===== config.mk =====
export PLATFORM = sky130hd
export DESIGN_NAME = ddi_device_end_flat
export DESIGN_NICKNAME = d
export VERILOG_FILES = /design/src/ddi_pkg.sv /design/src/ddi_cfg_if.sv /design/src/ddi_device_end.sv /design/src/flat_wrapper.sv
export SDC_FILE = /design/constraint.sdc
export NUM_CORES = 1
export LEC_CHECK = 0
export ABC_AREA = 0
export BUFFER_PORTS_ARGS = -buffer_cell sky130_fd_sc_hd__buf_4
export CELL_PAD_IN_SITES_DETAIL_PLACEMENT = 1
export CELL_PAD_IN_SITES_GLOBAL_PLACEMENT = 2
export CORE_ASPECT_RATIO = 1.75
export CORE_MARGIN = 5
export CORE_UTILIZATION = 42
export DETAILED_ROUTE_END_ITERATION = 10
export GPL_TIMING_DRIVEN = 0
export PLACE_DENSITY = 0.94
export SYNTH_ARGS = -nofsm -noshare
export SYNTH_HDL_FRONTEND = slang
export SYNTH_SLANG_ARGS = --single-unit
export TNS_END_PERCENT = 10

===== constraint.sdc =====
create_clock -name clk_sys -period 6.3 [get_ports clk_sys]
set_input_delay 0.63 -clock clk_sys [delete_from_list [all_inputs] [get_ports clk_sys]]
set_output_delay 0.63 -clock clk_sys [all_outputs]
set_load 0.02 [all_outputs]

===== src/ddi_pkg.sv =====
package ddi_pkg;
	localparam int unsigned DDI_CLK_MHZ = 200;
	localparam int unsigned DDI_AW = 9;
	localparam int unsigned DDI_DW = 16;
	// config port register indices (word address bits 10:2)
	localparam logic [8:0] DDI_IDX_SOFTRST = 9'h000;
	localparam logic [8:0] DDI_IDX_MODE = 9'h001;
	localparam logic [8:0] DDI_IDX_IOCAL = 9'h002;
	localparam logic [8:0] DDI_IDX_ZQL = 9'h003;
	localparam logic [8:0] DDI_IDX_ZQS = 9'h004;
	localparam logic [8:0] DDI_IDX_ZQINT = 9'h005;
	localparam logic [8:0] DDI_IDX_TRP = 9'h006;
	localparam logic [8:0] DDI_IDX_GATE = 9'h007;
	localparam logic [8:0] DDI_IDX_EYE = 9'h008;
	localparam logic [8:0] DDI_IDX_STATUS = 9'h009;
	// field positions
	localparam int unsigned DDI_SOFTRST_BIT = 0;
	localparam int unsigned DDI_MODE_TYPE_LO = 0;
	localparam int unsigned DDI_MODE_LPCAL_BIT = 2;
	localparam int unsigned DDI_MODE_GO_BIT = 3;
	localparam int unsigned DDI_IOCAL_METH_LO = 0;
	// memory types
	localparam logic [1:0] DDI_MEM_DDR2 = 2'h0;
	localparam logic [1:0] DDI_MEM_DDR3 = 2'h1;
	localparam logic [1:0] DDI_MEM_LPDDR = 2'h2;
	// reset values
	localparam logic [15:0] DDI_RST_SOFTRST = 16'h0000;
	localparam logic [15:0] DDI_RST_MODE = 16'h0001;
	localparam logic [15:0] DDI_RST_IOCAL = 16'h0000;
	localparam logic [15:0] DDI_RST_ZQL = 16'h0200;
	localparam logic [15:0] DDI_RST_ZQS = 16'h0040;
	localparam logic [15:0] DDI_RST_ZQINT = 16'h0000;
	localparam logic [15:0] DDI_RST_TRP = 16'h0004;
	localparam logic [15:0] DDI_RST_GATE = 16'h0000;
	localparam logic [15:0] DDI_RST_EYE = 16'h0000;
	// dram command codes
	localparam logic [3:0] DDI_CMD_NOP = 4'h0;
	localparam logic [3:0] DDI_CMD_MRS = 4'h1;
	localparam logic [3:0] DDI_CMD_PREA = 4'h2;
	localparam logic [3:0] DDI_CMD_REF = 4'h3;
	localparam logic [3:0] DDI_CMD_ZQCL = 4'h4;
	localparam logic [3:0] DDI_CMD_ZQCS = 4'h5;
	// timing
	localparam int unsigned DDI_T_DRAM_RESET_US = 200;
	localparam int unsigned DDI_T_CKE_WAIT_US = 500;
	localparam int unsigned DDI_T_MRD_NS = 20;
	localparam int unsigned DDI_MRD_CYC = (DDI_T_MRD_NS * DDI_CLK_MHZ + 999) / 1000;
	// host side avalon register indices
	localparam logic [2:0] DDI_HIDX_ADDR = 3'h0;
	localparam logic [2:0] DDI_HIDX_WDATA = 3'h1;
	localparam logic [2:0] DDI_HIDX_CMD = 3'h2;
	localparam logic [2:0] DDI_HIDX_STATUS = 3'h3;
	localparam logic [2:0] DDI_HIDX_RDATA = 3'h4;
	localparam int unsigned DDI_HCMD_GO_BIT = 0;
	localparam int unsigned DDI_HCMD_WR_BIT = 1;

	typedef enum logic [7:0] {
		DDI_S_IOCAL = 8'h01,
		DDI_S_HOLD = 8'h02,
		DDI_S_DRST = 8'h04,
		DDI_S_CKE = 8'h08,
		DDI_S_MRS = 8'h10,
		DDI_S_PRECH = 8'h20,
		DDI_S_ZQ = 8'h40,
		DDI_S_ACTIVE = 8'h80
	} ddi_dev_state_t;

	typedef enum logic [2:0] {
		DDI_H_IDLE = 3'h1,
		DDI_H_SETUP = 3'h2,
		DDI_H_ACCESS = 3'h4
	} ddi_host_state_t;
endpackage


===== src/ddi_cfg_if.sv =====
`timescale 1ns/1ps
interface ddi_cfg_if;
	logic cfg_port_select_in;
	logic cfg_port_enable_in;
	logic cfg_port_write_in;
	logic [8:0] cfg_port_address;
	logic [15:0] cfg_port_write_data;
	logic [15:0] cfg_port_read_data;
	logic cfg_port_ready_out;
	logic cfg_port_error_out;

	modport device (
		input cfg_port_select_in,
		input cfg_port_enable_in,
		input cfg_port_write_in,
		input cfg_port_address,
		input cfg_port_write_data,
		output cfg_port_read_data,
		output cfg_port_ready_out,
		output cfg_port_error_out
	);

	modport host (
		output cfg_port_select_in,
		output cfg_port_enable_in,
		output cfg_port_write_in,
		output cfg_port_address,
		output cfg_port_write_data,
		input cfg_port_read_data,
		input cfg_port_ready_out,
		input cfg_port_error_out
	);
endinterface


===== src/ddi_device_end.sv =====
// What this block does
// - 16-bit read and write data on config port
// - master addresses registers with word bits 10:2
// - master raises enable in second transfer cycle
// - port drives error and ready outputs
// - software writes all config before memory use
// - init starts with reset; DDR3 adds ZQ
// - subsystem held in reset until PLL lock
// - AXI-side reset release ends reset sequence
// - soft-reset bit set places subsystem in reset
// - controller runs DRAM reset, refresh, mode registers
// - I/O calibration starts after I/Os enabled
// - calibration always on DDR2/DDR3, configurable LPDDR
// - calibration covers every I/O of bank
// - three selectable impedance setting methods
// - ZQ calibration only for DDR3 memory
// - long ZQ at init with programmable window
// - periodic short ZQ with programmable window
// - no other DRAM command during ZQ window
// - precharge all and wait tRP before ZQ
// - no dynamic leveling or training performed
// - read gate from static init delay ratios
//
// The address map and the Avalon-MM register port were left to the implementer.
`timescale 1ns/1ps
module ddi_device_end
	import ddi_pkg::*;
#(
	parameter int unsigned DRAM_RESET_US = DDI_T_DRAM_RESET_US,
	parameter int unsigned CKE_WAIT_US = DDI_T_CKE_WAIT_US
)(
	input wire logic clk_sys,
	input wire logic arst_n,
	ddi_cfg_if.device cfg,
	input wire logic main_pll_locked,
	input wire logic io_cal_done,
	input wire logic user_cmd_valid,
	input wire logic [3:0] user_cmd,
	output logic user_cmd_ready,
	output logic memsys_axi_reset_n,
	output logic io_enable,
	output logic io_cal_start,
	output logic [1:0] io_cal_method,
	output logic [15:0] io_cal_lane_mask,
	output logic [7:0] io_cal_fixed_code,
	output logic dram_reset_n,
	output logic dram_cke,
	output logic dram_cmd_valid,
	output logic [3:0] dram_cmd,
	output logic [1:0] dram_cmd_mr,
	output logic zq_busy,
	output logic init_done,
	output logic [15:0] read_gate_ratio,
	output logic [15:0] data_eye_ratio
);
	localparam logic [16:0] RST_CYC = 17'(DRAM_RESET_US * DDI_CLK_MHZ);
	localparam logic [16:0] CKE_CYC = 17'(CKE_WAIT_US * DDI_CLK_MHZ);
	localparam logic [16:0] MRD_CYC = 17'(DDI_MRD_CYC);

	typedef struct packed {
		ddi_dev_state_t st;
		logic [1:0] step;
		logic [16:0] cnt;
		logic [15:0] zq_int_cnt;
		logic zq_long;
		logic [15:0] softrst, mode, iocal, zql, zqs, zqint, trp, gate, eye;
		logic pready, pslverr;
		logic [15:0] prdata;
		logic axi_rst_n, io_en, cal_start, cal_en, dram_rst_n, cke, cmd_valid;
		logic [3:0] cmd;
		logic [1:0] cmd_mr;
		logic zq_busy, init_done, user_ready;
	} ddi_dev_t;

	ddi_dev_t q, n;
	logic [1:0] mem_type;
	logic is_ddr3;

	function automatic logic idx_known(input logic [8:0] a);
		return a <= DDI_IDX_STATUS;
	endfunction

	// mode registers are loaded in the order MR2, MR3, MR1, MR0
	function automatic logic [1:0] mr_order(input logic [1:0] s);
		unique case (s)
			2'h0: return 2'h2;
			2'h1: return 2'h3;
			2'h2: return 2'h1;
			default: return 2'h0;
		endcase
	endfunction

	assign mem_type = q.mode[DDI_MODE_TYPE_LO +: 2];
	assign is_ddr3 = (mem_type == DDI_MEM_DDR3);

	always_comb
	begin
		n = q;
		n.pready = 1'b0;
		n.pslverr = 1'b0;
		n.cal_start = 1'b0;
		n.cmd_valid = 1'b0;
		n.cmd = DDI_CMD_NOP;
		////////////////////////////////////////////////////////////////////////////////
		// config port: ready in second access cycle, one per transfer
		if (cfg.cfg_port_select_in && cfg.cfg_port_enable_in && !q.pready)
		begin
			n.pready = 1'b1;
			if (!idx_known(cfg.cfg_port_address))
				n.pslverr = 1'b1;
			else if (cfg.cfg_port_write_in)
			begin
				unique case (cfg.cfg_port_address)
					DDI_IDX_SOFTRST: n.softrst = cfg.cfg_port_write_data;
					DDI_IDX_MODE: n.mode = cfg.cfg_port_write_data;
					DDI_IDX_IOCAL: n.iocal = cfg.cfg_port_write_data;
					DDI_IDX_ZQL: n.zql = cfg.cfg_port_write_data;
					DDI_IDX_ZQS: n.zqs = cfg.cfg_port_write_data;
					DDI_IDX_ZQINT: n.zqint = cfg.cfg_port_write_data;
					DDI_IDX_TRP: n.trp = cfg.cfg_port_write_data;
					DDI_IDX_GATE: n.gate = cfg.cfg_port_write_data;
					DDI_IDX_EYE: n.eye = cfg.cfg_port_write_data;
					default: n.pslverr = 1'b1;
				endcase
			end
			else
			begin
				unique case (cfg.cfg_port_address)
					DDI_IDX_SOFTRST: n.prdata = q.softrst;
					DDI_IDX_MODE: n.prdata = q.mode;
					DDI_IDX_IOCAL: n.prdata = q.iocal;
					DDI_IDX_ZQL: n.prdata = q.zql;
					DDI_IDX_ZQS: n.prdata = q.zqs;
					DDI_IDX_ZQINT: n.prdata = q.zqint;
					DDI_IDX_TRP: n.prdata = q.trp;
					DDI_IDX_GATE: n.prdata = q.gate;
					DDI_IDX_EYE: n.prdata = q.eye;
					default: n.prdata = {5'h00, q.user_ready, q.zq_busy, q.init_done, q.st};
				endcase
			end
		end
		////////////////////////////////////////////////////////////////////////////////
		// start-up and calibration sequencer
		if (q.cnt != 17'h00000)
			n.cnt = q.cnt - 17'h00001;
		if (q.softrst[DDI_SOFTRST_BIT])
		begin
			n.st = DDI_S_HOLD;
			n.axi_rst_n = 1'b0;
			n.dram_rst_n = 1'b0;
			n.cke = 1'b0;
			n.zq_busy = 1'b0;
			n.init_done = 1'b0;
			n.user_ready = 1'b0;
		end
		else
		begin
			unique case (q.st)
				DDI_S_IOCAL:
				begin
					n.io_en = 1'b1;
					n.cal_en = (mem_type != DDI_MEM_LPDDR) || q.mode[DDI_MODE_LPCAL_BIT];
					if (q.step == 2'h0 && q.io_en)
					begin
						if (n.cal_en)
						begin
							n.cal_start = 1'b1;
							n.step = 2'h1;
						end
						else
							n.st = DDI_S_HOLD;
					end
					else if (q.step == 2'h1 && io_cal_done)
					begin
						n.step = 2'h0;
						n.st = DDI_S_HOLD;
					end
				end
				DDI_S_HOLD:
				begin
					// software sets the go bit once every register is loaded
					if (main_pll_locked && q.mode[DDI_MODE_GO_BIT])
					begin
						n.axi_rst_n = 1'b1;
						n.dram_rst_n = 1'b0;
						n.cnt = RST_CYC;
						n.zq_long = 1'b1;
						n.st = DDI_S_DRST;
					end
				end
				DDI_S_DRST:
					if (q.cnt == 17'h00000)
					begin
						n.dram_rst_n = 1'b1;
						n.cnt = CKE_CYC;
						n.st = DDI_S_CKE;
					end
				DDI_S_CKE:
					if (q.cnt == 17'h00000)
					begin
						n.cke = 1'b1;
						n.cnt = MRD_CYC;
						n.step = 2'h0;
						n.st = DDI_S_MRS;
					end
				DDI_S_MRS:
					if (q.cnt == 17'h00000)
					begin
						n.cmd_valid = 1'b1;
						n.cmd = DDI_CMD_MRS;
						n.cmd_mr = mr_order(q.step);
						n.cnt = MRD_CYC;
						n.step = q.step + 2'h1;
						if (q.step == 2'h3)
							n.st = DDI_S_PRECH;
					end
				DDI_S_PRECH:
					if (q.cnt == 17'h00000)
					begin
						if (q.step == 2'h0)
						begin
							n.cmd_valid = 1'b1;
							n.cmd = DDI_CMD_PREA;
							n.cnt = {1'b0, q.trp};
							n.step = 2'h1;
						end
						else if (is_ddr3)
						begin
							n.cmd_valid = 1'b1;
							n.cmd = q.zq_long ? DDI_CMD_ZQCL : DDI_CMD_ZQCS;
							n.cnt = {1'b0, q.zq_long ? q.zql : q.zqs};
							n.zq_busy = 1'b1;
							n.step = 2'h0;
							n.st = DDI_S_ZQ;
						end
						else
						begin
							n.cmd_valid = 1'b1;
							n.cmd = DDI_CMD_REF;
							n.init_done = 1'b1;
							n.user_ready = 1'b1;
							n.step = 2'h0;
							n.st = DDI_S_ACTIVE;
						end
					end
				DDI_S_ZQ:
					// leave one count early so the next command lands exactly the window after
					if (q.cnt <= 17'h00001)
					begin
						n.zq_busy = 1'b0;
						if (!q.init_done)
						begin
							n.cmd_valid = 1'b1;
							n.cmd = DDI_CMD_REF;
						end
						n.init_done = 1'b1;
						n.user_ready = 1'b1;
						n.zq_int_cnt = q.zqint;
						n.st = DDI_S_ACTIVE;
					end
				DDI_S_ACTIVE:
				begin
					// static gate and eye ratios only; no training states exist
					if (user_cmd_valid && q.user_ready)
					begin
						n.cmd_valid = 1'b1;
						n.cmd = user_cmd;
					end
					if (is_ddr3 && q.zqint != 16'h0000)
					begin
						if (q.zq_int_cnt == 16'h0000)
						begin
							n.user_ready = 1'b0;
							n.zq_long = 1'b0;
							n.step = 2'h0;
							n.cnt = 17'h00000;
							n.st = DDI_S_PRECH;
						end
						else
							n.zq_int_cnt = q.zq_int_cnt - 16'h0001;
					end
				end
				default: n.st = DDI_S_HOLD;
			endcase
		end
	end

	always_ff @(posedge clk_sys or negedge arst_n)
	begin
		if (!arst_n)
		begin
			q <= '0;
			q.st <= DDI_S_IOCAL;
			q.softrst <= DDI_RST_SOFTRST;
			q.mode <= DDI_RST_MODE;
			q.iocal <= DDI_RST_IOCAL;
			q.zql <= DDI_RST_ZQL;
			q.zqs <= DDI_RST_ZQS;
			q.zqint <= DDI_RST_ZQINT;
			q.trp <= DDI_RST_TRP;
			q.gate <= DDI_RST_GATE;
			q.eye <= DDI_RST_EYE;
		end
		else
			q <= n;
	end

	////////////////////////////////////////////////////////////////////////////////
	// outputs
	assign cfg.cfg_port_ready_out = q.pready;
	assign cfg.cfg_port_error_out = q.pslverr;
	assign cfg.cfg_port_read_data = q.prdata;
	assign user_cmd_ready = q.user_ready;
	assign memsys_axi_reset_n = q.axi_rst_n;
	assign io_enable = q.io_en;
	assign io_cal_start = q.cal_start;
	assign io_cal_method = q.iocal[DDI_IOCAL_METH_LO +: 2];
	assign io_cal_lane_mask = {16{q.cal_en}};
	assign io_cal_fixed_code = q.iocal[15:8];
	assign dram_reset_n = q.dram_rst_n;
	assign dram_cke = q.cke;
	assign dram_cmd_valid = q.cmd_valid;
	assign dram_cmd = q.cmd;
	assign dram_cmd_mr = q.cmd_mr;
	assign zq_busy = q.zq_busy;
	assign init_done = q.init_done;
	assign read_gate_ratio = q.gate;
	assign data_eye_ratio = q.eye;
endmodule // ddi_device_end


===== src/flat_wrapper.sv =====
// flat-port wrapper written by rule: the top's interface ports become plain ports
module ddi_device_end_flat import ddi_pkg::*;
#(
	parameter int unsigned DRAM_RESET_US = DDI_T_DRAM_RESET_US,
	parameter int unsigned CKE_WAIT_US = DDI_T_CKE_WAIT_US
)
  (clk_sys, arst_n, main_pll_locked, io_cal_done, user_cmd_valid, user_cmd, user_cmd_ready, memsys_axi_reset_n, io_enable, io_cal_start, io_cal_method, io_cal_lane_mask, io_cal_fixed_code, dram_reset_n, dram_cke, dram_cmd_valid, dram_cmd, dram_cmd_mr, zq_busy, init_done, read_gate_ratio, data_eye_ratio, cfg_cfg_port_select_in, cfg_cfg_port_enable_in, cfg_cfg_port_write_in, cfg_cfg_port_address, cfg_cfg_port_write_data, cfg_cfg_port_read_data, cfg_cfg_port_ready_out, cfg_cfg_port_error_out);
  ddi_cfg_if cfg_i ();
  input wire logic clk_sys;
  input wire logic arst_n;
  input wire logic main_pll_locked;
  input wire logic io_cal_done;
  input wire logic user_cmd_valid;
  input wire logic [3:0] user_cmd;
  output logic user_cmd_ready;
  output logic memsys_axi_reset_n;
  output logic io_enable;
  output logic io_cal_start;
  output logic [1:0] io_cal_method;
  output logic [15:0] io_cal_lane_mask;
  output logic [7:0] io_cal_fixed_code;
  output logic dram_reset_n;
  output logic dram_cke;
  output logic dram_cmd_valid;
  output logic [3:0] dram_cmd;
  output logic [1:0] dram_cmd_mr;
  output logic zq_busy;
  output logic init_done;
  output logic [15:0] read_gate_ratio;
  output logic [15:0] data_eye_ratio;
  input wire logic [$bits(cfg_i.cfg_port_select_in)-1:0] cfg_cfg_port_select_in;
  input wire logic [$bits(cfg_i.cfg_port_enable_in)-1:0] cfg_cfg_port_enable_in;
  input wire logic [$bits(cfg_i.cfg_port_write_in)-1:0] cfg_cfg_port_write_in;
  input wire logic [$bits(cfg_i.cfg_port_address)-1:0] cfg_cfg_port_address;
  input wire logic [$bits(cfg_i.cfg_port_write_data)-1:0] cfg_cfg_port_write_data;
  output wire logic [$bits(cfg_i.cfg_port_read_data)-1:0] cfg_cfg_port_read_data;
  output wire logic [$bits(cfg_i.cfg_port_ready_out)-1:0] cfg_cfg_port_ready_out;
  output wire logic [$bits(cfg_i.cfg_port_error_out)-1:0] cfg_cfg_port_error_out;
  assign cfg_i.cfg_port_select_in = cfg_cfg_port_select_in;
  assign cfg_i.cfg_port_enable_in = cfg_cfg_port_enable_in;
  assign cfg_i.cfg_port_write_in = cfg_cfg_port_write_in;
  assign cfg_i.cfg_port_address = cfg_cfg_port_address;
  assign cfg_i.cfg_port_write_data = cfg_cfg_port_write_data;
  assign cfg_cfg_port_read_data = cfg_i.cfg_port_read_data;
  assign cfg_cfg_port_ready_out = cfg_i.cfg_port_ready_out;
  assign cfg_cfg_port_error_out = cfg_i.cfg_port_error_out;
  ddi_device_end #(.DRAM_RESET_US(DRAM_RESET_US), .CKE_WAIT_US(CKE_WAIT_US)) u_core (.clk_sys(clk_sys), .arst_n(arst_n), .cfg(cfg_i), .main_pll_locked(main_pll_locked), .io_cal_done(io_cal_done), .user_cmd_valid(user_cmd_valid), .user_cmd(user_cmd), .user_cmd_ready(user_cmd_ready), .memsys_axi_reset_n(memsys_axi_reset_n), .io_enable(io_enable), .io_cal_start(io_cal_start), .io_cal_method(io_cal_method), .io_cal_lane_mask(io_cal_lane_mask), .io_cal_fixed_code(io_cal_fixed_code), .dram_reset_n(dram_reset_n), .dram_cke(dram_cke), .dram_cmd_valid(dram_cmd_valid), .dram_cmd(dram_cmd), .dram_cmd_mr(dram_cmd_mr), .zq_busy(zq_busy), .init_done(init_done), .read_gate_ratio(read_gate_ratio), .data_eye_ratio(data_eye_ratio));
endmodule

==> results of run 1 <==
==> final cells by class <==
type,instances,area (um2),area share [%]
flip-flops and latches,222,5560,39.4
multi-input cells,756,5450,38.6
repair buffers,128,1010,7.17
plain buffers,135,828,5.87
clock buffers,32,659,4.68
well taps,373,467,3.31
inverters,22,82.6,0.586
clock inverters,8,48.8,0.346
==> worst min-delay path: cells and delay by family <==
kind / cells / cell delay (ps)
buf+inv: 1 / 110
simple gates: 2 / 90
==> routing by layer <==
layer  wire [um]  up-vias
li1            -     4420
met1       15000     5173
met2       23700      452
met3        2550      201
met4        3890        0
met5           0        -
==> cell families after synthesis <==
group / after synthesis
flops: 222
buf+inv: 157
xor+xnor: 12
fa+ha+maj: 8
simple gates: 293
mux: 175
compound gates: 268
==> Yosys cell counts (14+ instances only) <==
| cell type | count |
|---|---|
| sky130_fd_sc_hd__mux2i_1 | 16 |
| sky130_fd_sc_hd__o21ai_0 | 53 |
| sky130_fd_sc_hd__nor3_1 | 19 |
| sky130_fd_sc_hd__nand2_1 | 92 |
| sky130_fd_sc_hd__and3_1 | 14 |
| sky130_fd_sc_hd__inv_1 | 20 |
| sky130_fd_sc_hd__a221oi_1 | 22 |
| sky130_fd_sc_hd__a31oi_1 | 25 |
| sky130_fd_sc_hd__a22oi_1 | 18 |
| sky130_fd_sc_hd__nand3_1 | 18 |
| sky130_fd_sc_hd__buf_4 | 80 |
| sky130_fd_sc_hd__mux2_2 | 159 |
| sky130_fd_sc_hd__clkbuf_1 | 46 |
| sky130_fd_sc_hd__a21oi_1 | 52 |
| sky130_fd_sc_hd__o22ai_1 | 14 |
| sky130_fd_sc_hd__nor2_1 | 72 |
| sky130_fd_sc_hd__dfrtp_1 | 217 |
==> report_power, final <==
group | switching [uW] | internal [uW] | total (uW)
Combinational | 577 | 315 | 892
Sequential | 67.9 | 1490 | 1560
Clock | 597 | 730 | 1330
Total | 1240 | 2530 | 3780
==> worst max path at each step <==
stage / startpoint / to / slack [ps]
4_1_cts: cfg_cfg_port_address[7] / u_core.io_cal_fixed_code[3]$_DFFE_PN0P_ / 2440
3_3_place_gp: cfg_cfg_port_address[7] / u_core.io_cal_fixed_code[4]$_DFFE_PN0P_ / 2000
6_report: cfg_cfg_port_address[7] / u_core.io_cal_fixed_code[3]$_DFFE_PN0P_ / 2240
2_1_floorplan: cfg_cfg_port_address[7] / u_core.q[151]$_DFFE_PN0P_ / 3650
5_1_grt: cfg_cfg_port_address[7] / u_core.q[132]$_DFFE_PN0P_ / 2350
3_5_place_dp: cfg_cfg_port_address[7] / u_core.q[132]$_DFFE_PN0P_ / 1910
==> metrics by stage <==
stage | cells | setup WS, ps
after floorplan | 1135 | 3650
after global placement | 1633 | 2000
after detailed placement | 1635 | 1910
after CTS | 1676 | 2440
after global routing | 1676 | 2350
final | 1676 | 2240
==> layout by cell type, fill, tap and decap left out, drive strengths merged, types with 7 or more instances in the layout <==
cell type / n
mux2: 159
nor2b: 12
o21ai: 57
a22oi: 18
clkbuf: 78
nor4: 18
nor3: 20
inv: 21
clkinv: 7
a21oi: 52
and2: 9
buf: 216
a211oi: 9
mux2i: 16
and3: 14
a222oi: 8
o31ai: 9
a31oi: 25
o22ai: 14
a32oi: 10
a221oi: 22
nand3: 18
nor2: 72
ha: 8
dfrtp: 217
nand2: 93
==> state kept, by name, summed over array words and instances, names as in the netlist, 2 cells and up <==
| register | count |
|---|---|
| u_core.data_eye_ratio | 16 |
| u_core.dram_cmd_mr | 2 |
| u_core.mem_type | 2 |
| u_core.io_cal_method | 2 |
| u_core.cfg.cfg_port_read_data | 16 |
| u_core.read_gate_ratio | 16 |
| u_core.dram_cmd | 4 |
| u_core.io_cal_fixed_code | 8 |
| u_core.q | 144 |
==> reports/metrics.json, run 1 <==
{
  "yosys": {
    "yosys_register_bits": 222,
    "syn_avg_cell_area_um2": 10.5,
    "xor_xnor_portion_of_the_synthesized_cell_area_pct": 0.882,
    "simple_gate_portion_of_the_synthesized_area_pct": 12.5,
    "synth_top_cells_by_area": "sky130_fd_sc_hd__dfrtp_1 (46%), sky130_fd_sc_hd__mux2_2 (15%), sky130_fd_sc_hd__buf_4 (5.0%)",
    "synth.mux.area_fraction_pct": 16.4,
    "main_combinational_cell_family_by_area_after_synthesis": "multiplexers",
    "share_of_async_settable_or_async_resettable_flops_after_synthesis_pct": 100,
    "syn_nets": 1180,
    "yosys.area.top_type_share_pct": 45.6,
    "synthDistinctLibCells": 70,
    "synth_warnings": 0,
    "synth_area_leader_cell": "sky130_fd_sc_hd__dfrtp_1",
    "compound_cell_area_share_of_the_yosys_netlist_pct": 15.1,
    "synth-edff-count": 0,
    "syn-instance-count": 1135,
    "ys_dominant_reg_cell": "sky130_fd_sc_hd__dfrtp_1",
    "yosysSeqAreaShare_pct": 46.7,
    "syn_area_um2": 11900,
    "synth-adder-area-share_pct": 0.840
  },
  "run": {
    "maxCapViolations": 0
  },
  "clock_tree": {
    "number_of_levels_in_the_clock_h_tree": 1,
    "max-clock-path-buffers": 3,
    "cts_num_sinks": 222,
    "cts_setup_buffers": 0,
    "cts_hold_buffers": 1,
    "inserted_clock_buffers": 22,
    "cts_tree": "built",
    "clk_tree_root_cell": "sky130_fd_sc_hd__clkbuf_16",
    "cts_resized": 0,
    "clkTransAtPathRegs_ps": 60,
    "worstSkewPairLatency_ps": 530
  },
  "outcome": {
    "outcome": "complete, no violations"
  },
  "worst_hold_path": {
    "end_point_of_the_most_critical_hold_path": "u_core.dram_cmd[3]$_DFF_PN0_",
    "hold_crit_class": "in -> reg",
    "worstHoldPathCells": 3,
    "worst_hold_startpoint": "user_cmd[3]"
  },
  "route": {
    "via_count_normalized_by_instance_count": 6.11,
    "detailedRoute.firstPassIterationCount": 6,
    "detail_route.wirelength_mm": 45.2,
    "routed_wire_length_per_instance_um": 27.0,
    "route.antenna.remaining_nets": 0,
    "routed_via_count": 10200,
    "drc_errors": 0,
    "drt_first_iter_violations": 790
  },
  "global_route": {
    "globalRouteMet3Util_pct": 4.15,
    "grt_overflow_total": 0,
    "met2_usage_pct": 50.7,
    "initial_antenna_violation_count": 0,
    "first_global_vias": 11200,
    "grt_max_degree": 119,
    "grt_pass1_wl_mm": 67.9,
    "grtUsageTotal_pct": 28.2,
    "grt_use_met1_pct": 28.8,
    "busiest_layer": "met2"
  },
  "layout": {
    "drive_above_1_share_pct": 33.2,
    "final_nets": 1332,
    "final_util_pct": 50.4,
    "areaGrowthSynthToFinish_pct": 18.3,
    "final_cell_area_um2": 14100,
    "antenna_cells": 0,
    "n_fill_cell": 3157
  },
  "setup_path": {
    "cp_data_required_time_ps": 6710,
    "kind_of_start_point_of_the_critical_path": "primary input",
    "cp_peak_stage_delay_ps": 1150,
    "cp_slowest_cell": "sky130_fd_sc_hd__nor2_1",
    "path_max_fanout": 10,
    "path_depth": 7,
    "path_delay_family": "simple AND/OR/NAND/NOR gates",
    "regToRegEndpoint": "u_core.q[206]$_DFF_PN0_",
    "reg2reg_setup_slack_ps": 2620,
    "endpoint_kind": "flip-flop",
    "crit_path_buf_inv_count": 2,
    "reg2reg_depth": 10,
    "path_cells": "buf_4 -> nor4_2 -> nand3_1 -> nor2_1 -> nand2_1 -> clkbuf_1 -> mux2_2",
    "worst_setup_path_class": "in -> reg",
    "timing.critical_path.arrival_ps": 4460,
    "critical_register_to_register_path_startpoint": "u_core.q[212]$_DFFE_PN0P_"
  },
  "timing": {
    "whs_ps": 332,
    "max-slew-margin-rel_pct": 13.0,
    "max_clock_skew_ps": 14.1,
    "final_period_minus_worst_setup_slack_ps": 4060,
    "report.final.slew_viol_count": 0,
    "period_share_pct": 64.4,
    "worst_max_slew_pin_slew_ps": 1300,
    "setup_total_negative_slack_ps": 0,
    "finalSetupViolations": 0,
    "final_hold_viol_count": 0,
    "fmax_mhz": 246,
    "grt_setup_unrepaired": "false"
  },
  "place": {
    "numPortBuffers": 125,
    "finalWeightedCongestion": 0.969,
    "post_dp_cell_area_um2": 13400,
    "detailed_place_hpwl_mm": 33.3
  },
  "floorplan": {
    "die_width_um": 137,
    "placement_rows": 81,
    "die_height_um": 233,
    "design.die.area_um2": 32000,
    "design.core.area_um2": 28000,
    "initial_core_util_pct": 42.6,
    "num_io_pins": 128
  },
  "power_and_ir_drop": {
    "irDropWorstVdd_mv": 0.235,
    "power.leakage_uw": 0.00669,
    "pwr_density_cell_nw_per_um2": 268,
    "total_power_uw": 3780
  }
}
(Power assumes the default switching activity.)
==> inputs of run 2 (changes only) <==
--- a/config.mk
+++ b/config.mk
@@ -11,10 +11,10 @@
 export CELL_PAD_IN_SITES_GLOBAL_PLACEMENT = 2
 export CORE_ASPECT_RATIO = 1.75
 export CORE_MARGIN = 5
-export CORE_UTILIZATION = 42
+export CORE_UTILIZATION = 39
 export DETAILED_ROUTE_END_ITERATION = 10
 export GPL_TIMING_DRIVEN = 0
-export PLACE_DENSITY = 0.94
+export PLACE_DENSITY = 0.89
 export SYNTH_ARGS = -nofsm -noshare
 export SYNTH_HDL_FRONTEND = slang
 export SYNTH_SLANG_ARGS = --single-unit
==> constraint.sdc (replaced) <==
create_clock -name clk_sys -period 4.1 [get_ports clk_sys]
set_input_delay 0.41 -clock clk_sys [delete_from_list [all_inputs] [get_ports clk_sys]]
set_output_delay 0.41 -clock clk_sys [all_outputs]
set_load 0.02 [all_outputs]
==> reports/metrics.json, run 2 (synthesis results as in run 1) <==
{
  "outcome": {
    "outcome": {"value": "complete, no violations", "change": "unchanged"}
  },
  "clock_tree": {
    "clk_tree_root_cell": {"value": "sky130_fd_sc_hd__clkbuf_16", "change": "unchanged"},
    "worstSkewPairLatency": {"value": 530, "unit": "ps", "change": "about the same"},
    "cts_resized": {"value": 0, "change": "unchanged"},
    "inserted_clock_buffers": {"value": 23, "change": "was 22"},
    "number_of_levels_in_the_clock_h_tree": {"value": 1, "change": "unchanged"},
    "clkTransAtPathRegs": {"value": 60, "unit": "ps", "change": "about the same"},
    "max-clock-path-buffers": {"value": 3, "change": "unchanged"},
    "cts_num_sinks": {"value": 222, "change": "unchanged"},
    "cts_tree": {"value": "built", "change": "unchanged"}
  },
  "setup_path": {
    "endpoint_kind": {"value": "flip-flop", "change": "unchanged"},
    "kind_of_start_point_of_the_critical_path": {"value": "primary input", "change": "unchanged"},
    "timing.critical_path.arrival": {"value": 4070, "unit": "ps", "change": "was 4460 ps"},
    "cp_data_required_time": {"value": 4510, "unit": "ps", "change": "was 6710 ps"},
    "critical_register_to_register_path_startpoint": {"value": "u_core.q[212]$_DFFE_PN0P_", "change": "unchanged"},
    "path_max_fanout": {"value": 10, "change": "unchanged"},
    "reg2reg_depth": {"value": 10, "change": "unchanged"},
    "worst_setup_path_class": {"value": "in -> reg", "change": "unchanged"},
    "regToRegEndpoint": {"value": "u_core.q[207]$_DFF_PN0_", "change": "was u_core.q[206]$_DFF_PN0_"},
    "reg2reg_setup_slack": {"value": 480, "unit": "ps", "change": "was 2620 ps"}
  },
  "layout": {
    "commonest_non_fill_non_tap_cells_in_the_layout": {"value": "sky130_fd_sc_hd__dfrtp_1 (217), sky130_fd_sc_hd__buf_4 (204), sky130_fd_sc_hd__mux2_2 (159)", "change": "unchanged"},
    "number_of_flip_flops_under_the_largest_register_name": {"value": 144, "change": "unchanged"},
    "largest-register": {"value": "u_core.q", "change": "unchanged"},
    "final_common_cell": {"value": "sky130_fd_sc_hd__dfrtp_1", "change": "unchanged"},
    "areaGrowthSynthToFinish": {"value": 18.7, "unit": "%", "change": "was 18.3%"},
    "final_nets": {"value": 1332, "change": "unchanged"},
    "drive_above_1_share": {"value": 33.2, "unit": "%", "change": "about the same"},
    "antenna_cells": {"value": 0, "change": "unchanged"},
    "final_cell_count_no_fill": {"value": 1690, "change": "was 1676"},
    "final_cell_area": {"value": 14100, "unit": "um2", "change": "about the same"},
    "n_fill_cell": {"value": 3371, "change": "was 3157"}
  },
  "route": {
    "routed_wire_length_per_instance": {"value": 26.1, "unit": "um", "change": "was 27.0 um"},
    "via_count_normalized_by_instance_count": {"value": 6.01, "change": "was 6.11"},
    "route.antenna.remaining_nets": {"value": 0, "change": "unchanged"},
    "drt_first_iter_violations": {"value": 790, "change": "unchanged"},
    "drc_errors": {"value": 0, "change": "unchanged"},
    "detail_route.wirelength": {"value": 44.2, "unit": "mm", "change": "was 45.2 mm"},
    "routed_via_count": {"value": 10200, "change": "about the same"},
    "detailedRoute.firstPassIterationCount": {"value": 6, "change": "unchanged"}
  },
  "power_and_ir_drop": {
    "power.leakage": {"value": 0.00670, "unit": "uW", "change": "was 0.00669 uW"},
    "irDropWorstVdd": {"value": 0.333, "unit": "mV", "change": "was 0.235 mV"},
    "pwr_density_cell": {"value": 419, "unit": "nW/um2", "change": "was 268 nW/um2"}
  },
  "floorplan": {
    "design.core.area": {"value": 30200, "unit": "um2", "change": "was 28000 um2"},
    "die_width": {"value": 142, "unit": "um", "change": "was 137 um"},
    "die_height": {"value": 241, "unit": "um", "change": "was 233 um"},
    "design.die.area": {"value": 34300, "unit": "um2", "change": "was 32000 um2"},
    "num_io_pins": {"value": 128, "change": "unchanged"},
    "placement_rows": {"value": 84, "change": "was 81"},
    "initial_core_util": {"value": 39.5, "unit": "%", "change": "was 42.6%"}
  },
  "timing": {
    "final_period_minus_worst_setup_slack_ps": 3660,
    "finalSetupViolations": {"value": 0, "change": "unchanged"},
    "whs": {"value": 104, "unit": "ps", "change": "was 332 ps"},
    "final_hold_viol_count": {"value": 0, "change": "unchanged"},
    "max_clock_skew": {"value": 11.1, "unit": "ps", "change": "was 14.1 ps"},
    "period_share_pct": 89.2,
    "max-slew-margin-rel": {"value": 7.49, "unit": "%", "change": "was 13.0%"},
    "grt_setup_unrepaired": {"value": "false", "change": "unchanged"},
    "report.final.slew_viol_count": {"value": 0, "change": "unchanged"},
    "setup_total_negative_slack": {"value": 0, "unit": "ps", "change": "unchanged"},
    "worst_max_slew_pin_slew": {"value": 1380, "unit": "ps", "change": "was 1300 ps"},
    "fmax_mhz": 273
  },
  "global_route": {
    "first_global_vias": {"value": 11100, "change": "was 11.2k"},
    "grt_pass1_wl": {"value": 67.1, "unit": "mm", "change": "was 67.9 mm"},
    "grt_max_degree": {"value": 122, "change": "was 119"},
    "grtUsageTotal": {"value": 25.6, "unit": "%", "change": "was 28.2%"},
    "initial_antenna_violation_count": {"value": 0, "change": "unchanged"},
    "grt_overflow_total": {"value": 0, "change": "unchanged"}
  },
  "place": {
    "total_instance_count_after_detailed_placement": {"value": 1648, "change": "was 1635"},
    "post_dp_cell_area": {"value": 13400, "unit": "um2", "change": "about the same"},
    "finalWeightedCongestion": {"value": 0.953, "change": "was 0.969"},
    "detailed_place_hpwl": {"value": 33.0, "unit": "mm", "change": "was 33.3 mm"},
    "numPortBuffers": {"value": 125, "change": "unchanged"}
  },
  "worst_hold_path": {
    "end_point_of_the_most_critical_hold_path": {"value": "u_core.dram_cmd[3]$_DFF_PN0_", "change": "unchanged"},
    "worstHoldPathCells": {"value": 3, "change": "unchanged"},
    "hold_crit_class": {"value": "in -> reg", "change": "unchanged"},
    "worst_hold_startpoint": {"value": "user_cmd[3]", "change": "unchanged"}
  },
  "run": {
    "maxCapViolations": {"value": 0, "change": "unchanged"}
  }
}
==> run 2: cell count changes in the layout (fill, tap and decap cells not counted) <==
cell,previous run,this run
sky130_fd_sc_hd__buf_16,2,1
sky130_fd_sc_hd__clkbuf_8,5,3
sky130_fd_sc_hd__clkinvlp_4,2,3
sky130_fd_sc_hd__inv_6,0,2
sky130_fd_sc_hd__clkinv_2,5,3
sky130_fd_sc_hd__bufinv_16,0,2
sky130_fd_sc_hd__clkinv_4,1,2
sky130_fd_sc_hd__clkbuf_1,50,49
==> run 2: final cells by class <==
class | count | area [um2] | area share [%]
Sequential cell | 222 | 5560 | 39.3
Multi-Input combinational cell | 756 | 5450 | 38.5
Timing Repair Buffer | 127 | 983 | 6.95
Buffer | 135 | 828 | 5.86
Clock buffer | 29 | 628 | 4.44
Tap cell | 387 | 484 | 3.42
Clock inverter | 12 | 133 | 0.938
Inverter | 22 | 82.6 | 0.584
==> run 2: repair_timing <==
| item | in CTS | in global routing |
|---|---|---|
| hold buffers | 1 | 0 |
| endpoints found under the hold margin | 100 | 0 |
| setup buffers | 0 | 0 |
==> run 2: power by group <==
group / switching (uW) / internal [uW] / leakage, uW / total [uW]
Clock: 951 / 1220 / 0.000366 / 2170
Combinational: 880 / 482 / 0.00329 / 1360
Sequential: 107 / 2290 / 0.00304 / 2400
Total: 1940 / 3990 / 0.00670 / 5930
==> run 2: metrics by stage <==
stage	setup slack, ps	utilization [%]	power, uW
final	442	46.9	5930
after floorplan	1490	-	3310
after detailed placement	5.95	44.3	3790
after global routing	255	46.9	6190
after CTS	521	46.9	5960
after global placement	55.5	44.2	3740
==> run 2: metal layers <==
metal	GRT usage (%)	vias up	share of wire [%]
met5	0	-	0
met4	17.1	0	7.7
met3	3.63	176	5.1
met2	46.7	398	52
met1	27.1	5165	35
li1	-	4425	-
==> run 2: critical path, stage by stage <==
cell	delay [ps]
sky130_fd_sc_hd__buf_4	110
sky130_fd_sc_hd__nor4_2	450
sky130_fd_sc_hd__nand3_1	500
sky130_fd_sc_hd__nor2_1	1050
sky130_fd_sc_hd__nand2_1	510
sky130_fd_sc_hd__clkbuf_1	570
sky130_fd_sc_hd__mux2_2	450
==> run 2: how the worst max path moves through the flow <==
| stage | cells past startpoint | to | slack (ps) | start |
|---|---|---|---|---|
| finish | 7 | u_core.io_cal_fixed_code[5]$_DFFE_PN0P_ | 440 | cfg_cfg_port_address[7] |
| global route | 10 | u_core.q[207]$_DFF_PN0_ | 250 | u_core.q[212]$_DFFE_PN0P_ |
| CTS | 7 | u_core.io_cal_fixed_code[5]$_DFFE_PN0P_ | 520 | cfg_cfg_port_address[7] |
| detailed placement | 7 | u_core.io_cal_fixed_code[5]$_DFFE_PN0P_ | 6 | cfg_cfg_port_address[7] |
| global placement | 7 | u_core.io_cal_method[1]$_DFFE_PN0P_ | 60 | cfg_cfg_port_address[7] |
| floorplan | 12 | u_core.q[195]$_DFF_PN0_ | 1490 | u_core.q[196]$_DFF_PN0_ |
